===== config.mk =====
export PLATFORM = sky130hd
export DESIGN_NAME = cps_serializer
export DESIGN_NICKNAME = d
export VERILOG_FILES = /design/src/rtl/cps_serializer.v
export VERILOG_INCLUDE_DIRS = /design/src /design/src/rtl
export SDC_FILE = /design/constraint.sdc
export NUM_CORES = 1
export LEC_CHECK = 0
export ABC_AREA = 1
export BUFFER_PORTS_ARGS = -buffer_cell sky130_fd_sc_hd__buf_2
export CAP_MARGIN = 20
export CORE_UTILIZATION = 45
export DETAILED_ROUTE_END_ITERATION = 10
export RECOVER_POWER = 100
export SYNTH_ARGS = -nofsm -noshare
export SYNTH_HDL_FRONTEND = slang
export SYNTH_SLANG_ARGS = --single-unit
export TNS_END_PERCENT = 50

===== constraint.sdc =====
create_clock -name sys_clk -period 53.1 [get_ports sys_clk]
set_clock_uncertainty 0.2 [all_clocks]
set_input_delay 5.31 -clock sys_clk [delete_from_list [all_inputs] [get_ports sys_clk]]
set_output_delay 5.31 -clock sys_clk [all_outputs]
set_load 0.02 [all_outputs]

===== src/rtl/cps_map.vh =====
// constants of the camera pixel serializer
`ifndef CPS_MAP_VH
`define CPS_MAP_VH

`define CPS_FRAME_BITS 28
`define CPS_PAY_NARROW 6'd24
`define CPS_PAY_WIDE 6'd21
`define CPS_PIX_NARROW 6'd12
`define CPS_PIX_WIDE 6'd14
`define CPS_MASK_NARROW 24'hffffff
`define CPS_MASK_WIDE 24'h1fffff
`define CPS_SYS_CLK_KHZ 250000
`define CPS_LOCK_TIME_US 1000
`define CPS_LOCK_CYCLES (`CPS_LOCK_TIME_US * (`CPS_SYS_CLK_KHZ / 1000))
`define CPS_ACT_TIMEOUT 256
`define CPS_BIT_DIV 2
`define CPS_SYNC_W 20
// pixels held back so the serial output lags the bus by a fixed pixel count
`define CPS_DELAY_PIX 4'd12

`endif


===== src/rtl/cps_serializer.v =====
// camera pixel serializer: capture, framing, balance coding, pll lock model
`timescale 1ns/10ps
`default_nettype none
`include "cps_map.vh"

// Functional notes
// - In wide mode each captured pixel carries twelve data bits plus both sync bits.
// - In narrow mode each captured pixel carries ten data bits plus both sync bits.
// - Pixels and control-channel bits merge into one stream with clock marker and balance.
// - Every frame is 28 bits, one per two pixels narrow and two per three pixels wide.
// - The lock model takes its reference from the oscillator pin or the pixel clock.
// - After power-up with an active reference, lock is declared after the lock time.
// - Input-to-output latency stays within the documented pixel-period bound per mode.
// - Data is captured on the rising pixel clock edge when edge select is 1, else falling.
// - While power_down_n is low the serial output is held static high.
// - Each frame carries one parity bit over its payload and control bit.
module cps_serializer #(
    parameter LOCK_CYCLES = `CPS_LOCK_CYCLES,
    parameter ACT_TIMEOUT = `CPS_ACT_TIMEOUT,
    parameter BIT_DIV = `CPS_BIT_DIV
) (
    input wire sys_clk,
    input wire rst_n,
    input wire pixel_clk,
    input wire osc_clk,
    input wire power_down_n,
    input wire capture_edge_select,
    input wire wide_mode,
    input wire ref_select_osc,
    input wire line_sync,
    input wire frame_sync,
    input wire [11:0] pixel_data,
    input wire ctrl_bit,
    output reg ctrl_taken,
    output reg pll_locked,
    output reg ser_out
);

    // number of ones minus zeros over a 24-bit payload
    function signed [6:0] disparity;
        input [23:0] w;
        integer i;
        reg signed [6:0] d;
        begin
            d = 7'sd0;
            for (i = 0; i < 24; i = i + 1) begin
                d = w[i] ? d + 7'sd1 : d - 7'sd1;
            end
            disparity = d;
        end
    endfunction

    // two-stage synchroniser for every pin except sys_clk, rst_n and ctrl_bit
    reg [`CPS_SYNC_W-1:0] sync1;
    reg [`CPS_SYNC_W-1:0] sync2;
    wire [`CPS_SYNC_W-1:0] pins;
    assign pins = {pixel_clk, osc_clk, power_down_n, capture_edge_select, wide_mode,
                   ref_select_osc, line_sync, frame_sync, pixel_data};

    always @(posedge sys_clk or negedge rst_n) begin
        if (!rst_n) begin
            sync1 <= {`CPS_SYNC_W{1'b0}};
            sync2 <= {`CPS_SYNC_W{1'b0}};
        end else begin
            sync1 <= pins;
            sync2 <= sync1;
        end
    end

    wire s_pclk = sync2[19];
    wire s_osc = sync2[18];
    wire s_pdn = sync2[17];
    wire s_edge = sync2[16];
    wire s_wide = sync2[15];
    wire s_ref = sync2[14];
    wire s_hs = sync2[13];
    wire s_vs = sync2[12];
    wire [11:0] s_data = sync2[11:0];

    reg pclk_q;
    reg osc_q;
    wire pclk_rise = s_pclk & ~pclk_q;
    wire pclk_fall = ~s_pclk & pclk_q;
    wire osc_edge = s_osc ^ osc_q;
    wire capture = s_edge ? pclk_rise : pclk_fall;
    wire ref_edge = s_ref ? osc_edge : (pclk_rise | pclk_fall);

    // reference activity watchdog and lock timer
    reg [31:0] act_cnt;
    reg [31:0] lock_cnt;
    wire ref_alive = (act_cnt < ACT_TIMEOUT);

    always @(posedge sys_clk or negedge rst_n) begin
        if (!rst_n) begin
            pclk_q <= 1'b0;
            osc_q <= 1'b0;
            act_cnt <= 32'hffffffff;
            lock_cnt <= 32'h0;
            pll_locked <= 1'b0;
        end else begin
            pclk_q <= s_pclk;
            osc_q <= s_osc;
            if (ref_edge) begin
                act_cnt <= 32'h0;
            end else if (act_cnt != 32'hffffffff) begin
                act_cnt <= act_cnt + 32'h1;
            end
            if (!s_pdn || !ref_alive) begin
                lock_cnt <= 32'h0;
                pll_locked <= 1'b0;
            end else if (lock_cnt < LOCK_CYCLES - 1) begin
                lock_cnt <= lock_cnt + 32'h1;
            end else begin
                pll_locked <= 1'b1;
            end
        end
    end

    // fixed pixel delay line; keeps the wide-mode latency above its lower bound
    localparam [3:0] DELAY_PIX = `CPS_DELAY_PIX;
    reg [13:0] dly_mem [0:DELAY_PIX-1];
    reg [3:0] dly_ptr;
    reg [3:0] dly_fill;
    wire [13:0] cap_word = {s_hs, s_vs, s_data};
    wire [13:0] old_word = dly_mem[dly_ptr];
    wire word_out = capture && (dly_fill == DELAY_PIX);

    always @(posedge sys_clk) begin
        if (pll_locked && capture) begin
            dly_mem[dly_ptr] <= cap_word;
        end
    end

    always @(posedge sys_clk or negedge rst_n) begin
        if (!rst_n) begin
            dly_ptr <= 4'd0;
            dly_fill <= 4'd0;
        end else if (!pll_locked) begin
            dly_ptr <= 4'd0;
            dly_fill <= 4'd0;
        end else if (capture) begin
            dly_ptr <= (dly_ptr == DELAY_PIX - 4'd1) ? 4'd0 : dly_ptr + 4'd1;
            if (dly_fill != DELAY_PIX) begin
                dly_fill <= dly_fill + 4'd1;
            end
        end
    end

    // pixel packing into frame payloads
    reg [47:0] acc;
    reg [5:0] acc_cnt;
    reg [27:0] frame_hold;
    reg frame_full;
    reg signed [6:0] run_disp;
    reg frame_load;

    reg [47:0] next_acc;
    reg [5:0] next_cnt;
    reg [5:0] need;
    reg [23:0] pay;
    reg signed [6:0] pd;
    reg inv;
    reg emit;

    always @* begin
        need = s_wide ? `CPS_PAY_WIDE : `CPS_PAY_NARROW;
        if (s_wide) begin
            next_acc = {acc[33:0], old_word};
            next_cnt = acc_cnt + `CPS_PIX_WIDE;
        end else begin
            next_acc = {acc[35:0], old_word[13:12], old_word[9:0]};
            next_cnt = acc_cnt + `CPS_PIX_NARROW;
        end
        emit = word_out && (next_cnt >= need);
        pay = next_acc[23:0];
        if (next_cnt >= need) begin
            pay = next_acc[(next_cnt - need) +: 24];
        end
        pay = pay & (s_wide ? `CPS_MASK_WIDE : `CPS_MASK_NARROW);
        pd = disparity(pay);
        inv = (pd != 7'sd0) && (pd[6] == run_disp[6]) && (run_disp != 7'sd0);
    end

    always @(posedge sys_clk or negedge rst_n) begin
        if (!rst_n) begin
            acc <= 48'h0;
            acc_cnt <= 6'd0;
            frame_hold <= 28'h0;
            frame_full <= 1'b0;
            run_disp <= 7'sd0;
            ctrl_taken <= 1'b0;
        end else begin
            ctrl_taken <= 1'b0;
            if (!pll_locked) begin
                acc_cnt <= 6'd0;
                frame_full <= 1'b0;
                run_disp <= 7'sd0;
            end else begin
                if (frame_load) begin
                    frame_full <= 1'b0;
                end
                if (word_out) begin
                    acc <= next_acc;
                    acc_cnt <= emit ? next_cnt - need : next_cnt;
                end
                if (emit) begin
                    // marker, invert flag, control bit, parity, payload
                    frame_hold <= {1'b1, inv, ctrl_bit, ^{ctrl_bit, pay},
                                   inv ? ~pay : pay};
                    frame_full <= 1'b1;
                    ctrl_taken <= 1'b1;
                    run_disp <= inv ? run_disp - pd : run_disp + pd;
                end
            end
        end
    end

    // bit shifter; idle line alternates so the far end keeps bit timing
    reg [27:0] shreg;
    reg [4:0] bits_left;
    reg [7:0] div_cnt;
    reg idle_bit;
    wire bit_tick = (div_cnt == BIT_DIV - 1);

    always @* begin
        frame_load = pll_locked && bit_tick && (bits_left == 5'd0) && frame_full;
    end

    always @(posedge sys_clk or negedge rst_n) begin
        if (!rst_n) begin
            shreg <= 28'h0;
            bits_left <= 5'd0;
            div_cnt <= 8'd0;
            idle_bit <= 1'b0;
            ser_out <= 1'b1;
        end else begin
            div_cnt <= bit_tick ? 8'd0 : div_cnt + 8'd1;
            if (!s_pdn) begin
                ser_out <= 1'b1;
                bits_left <= 5'd0;
            end else if (!pll_locked) begin
                bits_left <= 5'd0;
                if (bit_tick) begin
                    ser_out <= idle_bit;
                    idle_bit <= ~idle_bit;
                end
            end else if (bit_tick) begin
                if (bits_left != 5'd0) begin
                    ser_out <= shreg[27];
                    shreg <= {shreg[26:0], 1'b0};
                    bits_left <= bits_left - 5'd1;
                end else if (frame_full) begin
                    ser_out <= frame_hold[27];
                    shreg <= {frame_hold[26:0], 1'b0};
                    bits_left <= 5'd27;
                end else begin
                    ser_out <= idle_bit;
                    idle_bit <= ~idle_bit;
                end
            end
        end
    end

endmodule
`default_nettype wire


Word-level counts from Yosys, hierarchy flattened
Memories as Yosys holds them, arrays and structs flattened.
Cells that the tools add are included.
{"block": "totals", "mem_count": 1, "input_bits": 23, "output_inout_bits": 3, "mem_bits_rw": 168, "mem_bits_ro": 0, "elab_cells": 209, "latchBits": 0, "ff_bits": 237}
{"block": "op_classes", "div_mod_pow": 0, "n_lt_le_gt_ge": 3, "shifts": 1, "multipliers": 0, "n_bitwise": 9, "n_eq_ne": 17, "add_sub_neg": 57, "reduce_logical": 25, "muxes": 76}
{"memory": "dly_mem", "depth": 12, "word_bits": 14, "rd": 1, "rd_clocked_by_memory_dff": 0, "write_ports": 1, "line": "cps_serializer.v:121", "source": "reg [13:0] dly_mem [0:DELAY_PIX-1];"}
{"cell": "2-to-1 mux 7 bit", "count": 27}
{"cell": "adder 7 x 2 -> 7 bit (second input constant)", "count": 23}
{"cell": "subtractor 7 x 2 -> 7 bit (second input constant)", "count": 23}
{"cell": "2-to-1 mux 32 bit", "count": 4}
{"cell": "2-to-1 mux 24 bit", "count": 3}
{"cell": "adder 32 x 1 -> 32 bit (second input constant)", "count": 2}
{"cell": "2-to-1 mux 28 bit", "count": 2}
{"cell": "2-to-1 mux 48 bit", "count": 1}
{"cell": "variable part select 48 x 7 -> 24 bit", "count": 1}
{"cell": "less-than comparator 32 x 18 -> 1 bit (second input constant)", "count": 1}
{"cell": "less-than comparator 32 x 9 -> 1 bit (second input constant)", "count": 1}
{"cell": "!= test 32 bit (second input constant)", "count": 1}
{"cell": "2-to-1 mux 4 bit", "count": 7}
{"cell": "2-to-1 mux 5 bit", "count": 5}
{"cell": "parity 25 bit", "count": 1}
{"cell": "AND 24 bit", "count": 1}
{"cell": "2-to-1 mux 6 bit", "count": 4}
{"cell": "NOT 24 bit", "count": 1}
{"cell": "2-to-1 mux 1 bit", "count": 22}
{"cell": "nonzero test 7 bit", "count": 2}
{"cell": "adder 6 x 4 -> 6 bit (second input constant)", "count": 2}
{"cell": "!= test 2 x 1 -> 1 bit (second input constant)", "count": 5}
{"cell": "adder 4 x 1 -> 4 bit (second input constant)", "count": 2}
{"cell": "adder 8 x 1 -> 8 bit (second input constant)", "count": 1}
{"cell": "other kinds (26)", "count": 46}

Logic depth before layout (Yosys ltp)
{"block": "logic_depth", "ltp_word": 59, "ltp_mapped": 127, "mapped_depth_nobuf": 125}

Worst setup path after synthesis
Ideal clock, no wire load.
{"block": "synth_timing", "path_kind": "register -> register", "start": "register sync2[15]", "end": "register run_disp[6]", "setup_ns": 0.065, "path_buffers": 5, "setup_slack_ns": 34.732, "arrival_ns": 18.103, "required_time_ns": 52.835, "stages_incl_launch_ff": 102, "cell_sequence": "dfrtp_1 -> buf_6 -> inv_4 -> buf_2 -> buf_1 -> mux2i_1 -> ha_1 -> inv_1 -> o21ai_2 -> xnor2_4 -> inv_2 -> buf_6 -> nand2_1 -> inv_2 -> nand2_1 -> a21oi_1 -> a221oi_1 -> fa_1 -> [... 66 more ...] -> nand2_4 -> nand2_4 -> buf_6 -> nand2_2 -> xor2_1 -> inv_1 -> ha_1 -> nand2_1 -> nor2_1 -> a211oi_1 -> nor2_1 -> nor2_1 -> nor2_1 -> nor2_1 -> inv_1 -> nand3_1 -> nand3_1 -> nand2_1"}
{"block": "synth_via", "elab_chain_cells": 58}
{"item": "start, declared", "line": "cps_serializer.v:55", "source": "reg [`CPS_SYNC_W-1:0] sync2;"}
{"item": "start signal, assigned", "line": "cps_serializer.v:63", "source": "sync2 <= {`CPS_SYNC_W{1'b0}};"}
{"item": "start signal, assigned", "line": "cps_serializer.v:66", "source": "sync2 <= sync1;"}
{"item": "branches (longest 58 deep; another with subtractor 7 x 2 -> 7 bit)"}
{"item": "end signal, assigned", "line": "cps_serializer.v:212", "source": "run_disp <= inv ? run_disp - pd : run_disp + pd;"}
{"item": "end, declared", "line": "cps_serializer.v:154", "source": "reg signed [6:0] run_disp;"}
Several ways; the timed one is not identified. The select of a mux whose other input is x is not followed.
A chain may end at the register's enable or synchronous reset.

Final worst setup path
Ends and elaborated chain as after synthesis.

==> metrics.md <==
| Metric | Value |
|---|---|
| Clk buf depth | `3` |
| Crit start category | `register` |
| Synthesized netlist cell count | `3185` |
| Dpl ws | `32.60 ns` |
| Core Box Area | `55420 sq um` |
| Hpwl dp | `48110 um` |
| Tcrit/Tclk final | `0.4633` |
| Drt via density | `5.365` |
| Final Hold Viols | `0` |
| YS warnings | `0` |
| Total CTS buffers | `45` |
| Initial antenna violation count | `0` |
| Synthesis-to-layout area growth | `8.953%` |
| Io pins | `26` |
| FF-to-FF setup slack | `28.50 ns` |
| Highest clock rate | `0.04065 GHz` |
| Die area | `57380 sq um` |
| Distinct cell type count of the synthesized netlist | `63` |
| Hold Path Origin | `sync1[17]$_DFF_PN0_` |
| Failing checks | `max-capacitance violations, max-slew violations` |
| DRT Pass-1 Iters | `5` |
| Fin crit period | `24.60 ns` |
| Largest net degree at the start of global routing | `98` |
| # rows | `86` |
| Most used cell, CP | `inv_1` |
| Worst-Margin Slew | `5.662 ns` |
| PostCTS Resize Cnt | `0` |
| Endpoint, Worst Hold | `sync2[17]$_DFF_PN0_` |
| R2r startpoint | `sync2[15]$_DFF_PN0_` |
| Worst hold slack | `0.1434 ns` |
| Final Max Slew Viols | `495` |
| TritonCTS Sinks | `403` |
| Non-Filler Instances | `3958` |
| Max-cap violations | `9` |
| Routability congestion estimate from global placement | `0.9513` |
| Routed WL | `67230 um` |
| Endpoints failing setup | `0` |
| Fraction of layout cells with a size suffix above 1 | `0.06480` |
| Clk root buf | `clkbuf_16` |
| Crit path capture type | `register` |
| Worst-path maximum fanout | `43` |
| Vias in the first global route | `20730` |
| Async set-reset flop share out of synthesis | `0.5831` |
| Total gr overflow | `0` |
| Chip width | `239.5 um` |
| # nets final | `3349` |
| Vias | `21240` |
| Htree depth | `2` |
| Mapped Area | `25390 sq um` |
| TritonCTS clock tree | `done` |
| Final ANT Viol Nets | `0` |
| Syn avg cell area | `7.972 sq um` |
| Buf/Inv on CP | `23` |
| Starting DRT DRC Count | `1485` |
| Worst min-delay path category | `register to register` |
| Seq/Total Area, Yosys | `0.4319` |
| Clk_lat worst skew | `0.61 ns` |
| Critical path's largest stage delay | `1.49 ns` |
| Hold_buf cts | `0` |
| Crit-path slowest cell | `clkinvlp_2` |
| Worst R2R End | `run_disp[6]$_DFFE_PN0N_` |
| Synth Flop Type | `dfrtp_1` |
| Placed cell count | `3873` |
| Number of synthesized flops with an enable pin | `168` |
| Register bit total from synthesis | `403` |
| ANT cells | `0` |
| Fin worst setup slack | `28.50 ns` |
| CP required | `53.43 ns` |
| First-pass GRT wire length | `110000 um` |
| Hold depth | `0` |
| RSZ-0062 raised after global routing | `no` |
| Crit path kind | `register to register` |
| Post-CTS setup buffer count | `0` |
| WL per Instance | `16.98 um` |
| Mapped Nets | `3361` |
| Initial core utilization | `0.4582` |
| GRT Resource Usage Total | `0.2410` |
| Residual DRC | `0` |
| CTS clk-pin slew, worst paths | `0.06 ns` |
| Die extent in y | `239.5 um` |
| Slew margin rel. | `-2.774` |
| Commonest non-fill, non-tap cell in the layout | `nand2_1` |
| Sum of negative setup slack | `0 ns` |
| Commonest cells after routing, fill and taps aside | `nand2_1 (805), inv_1 (409), nand3_1 (330), nor2_1 (240), dfrtp_1 (202)` |
| Crit path DAT | `24.93 ns` |
| Status | `complete, but fails checks` |
| CP top delay family | `adder cells` |
| Number of I/O port buffers | `25` |
| R2r worst-path depth | `99` |
-- metal layers --
| layer | track usage | vias up | wire length (um) |
|---|---|---|---|
| met5 | 0 | - | 0 |
| met4 | 0.09013 | 0 | 2170 |
| met3 | 0.02962 | 141 | 2962 |
| met2 | 0.3981 | 479 | 31350 |
| met1 | 0.3231 | 10170 | 30740 |
| li1 | - | 10440 | - |
-- cell families after synthesis --
logic type	synth area share
AND/OR/NAND/NOR	0.2504
buffers and inverters	0.08638
AO/OA/AOI/OAI	0.1040
flip-flops	0.4319
adder cells (fa/ha/maj)	0.07924
XOR/XNOR	0.04257
multiplexers	0.005470
-- state kept, by name, indices dropped and copies added, names as in the netlist --
name        flops
dly_fill        4
ctrl_taken      1
frame_hold     28
bits_left       5
ser_out         1
acc            36
act_cnt        32
pll_locked      1
shreg          27
run_disp        6
lock_cnt       32
frame_full      1
sync2          20
osc_q           1
pclk_q          1
dly_ptr         4
sync1          20
acc_cnt         6
dly_mem       168
div_cnt         8
idle_bit        1
-- per-stage QoR --
stage / cell area [sq um] / utilization
floorplan: 25390 / -
global placement: 26210 / 0.4730
detailed placement: 26220 / 0.4732
CTS: 27870 / 0.5029
global route: 27670 / 0.4992
finish: 27670 / 0.4992
-- cells in the mapped netlist, types with 8 or more instances --
master      n  area, sq um
a221oi_1   15        131.4
buf_4      11        82.58
inv_2      19        71.32
a21oi_1   133        665.6
o21ai_1    26        130.1
and2_1     17        106.4
nor2_1    239        897.1
edfxtp_1  168         5045
nand2_2    10        62.56
nand2_1   802         3010
nor4_1     18        112.6
xnor2_1    40        350.3
dfrtp_1   202         5055
xor2_1     67        586.8
clkbuf_1   40        150.1
dfstp_2    33        867.1
a21oi_2     9        78.83
o21a_1     28        210.2
ha_1      140         1752
o211ai_1   10        75.07
nand3b_1    8        60.06
inv_1     406         1524
nand4_1    10        62.56
a31oi_1    20        125.1
nor3_1     44        220.2
buf_2      42        210.2
nand3_1   330         1652
o21ai_0   150        750.7
buf_1      18        67.56
o22ai_1    39        244.0
fa_1       13        260.3
-- worst max-delay path by stage --
stage	depth (start not counted)	end	slack, ns	startpoint
2_1_floorplan	101	run_disp[6]$_DFFE_PN0N_	34.73	sync2[15]$_DFF_PN0_
3_3_place_gp	99	run_disp[6]$_DFFE_PN0N_	32.91	sync2[15]$_DFF_PN0_
3_5_place_dp	98	run_disp[6]$_DFFE_PN0N_	32.60	sync2[15]$_DFF_PN0_
4_1_cts	97	run_disp[6]$_DFFE_PN0N_	32.51	sync2[15]$_DFF_PN0_
5_1_grt	113	run_disp[6]$_DFFE_PN0N_	26.32	sync2[15]$_DFF_PN0_
6_report	99	run_disp[6]$_DFFE_PN0N_	28.50	sync2[15]$_DFF_PN0_
-- cell type report --
class	count	area, sq um
Timing Repair Buffer	58	281.5
Fill cell	5299	27750
Tap cell	748	935.9
Clock inverter	25	357.8
Multi-Input combinational cell	2236	12220
Sequential cell	403	10970
Inverter	429	1614
Clock buffer	59	1289
Power is not shown: default switching activity piles up to over one toggle a cycle in this logic, so the estimate is an artifact.
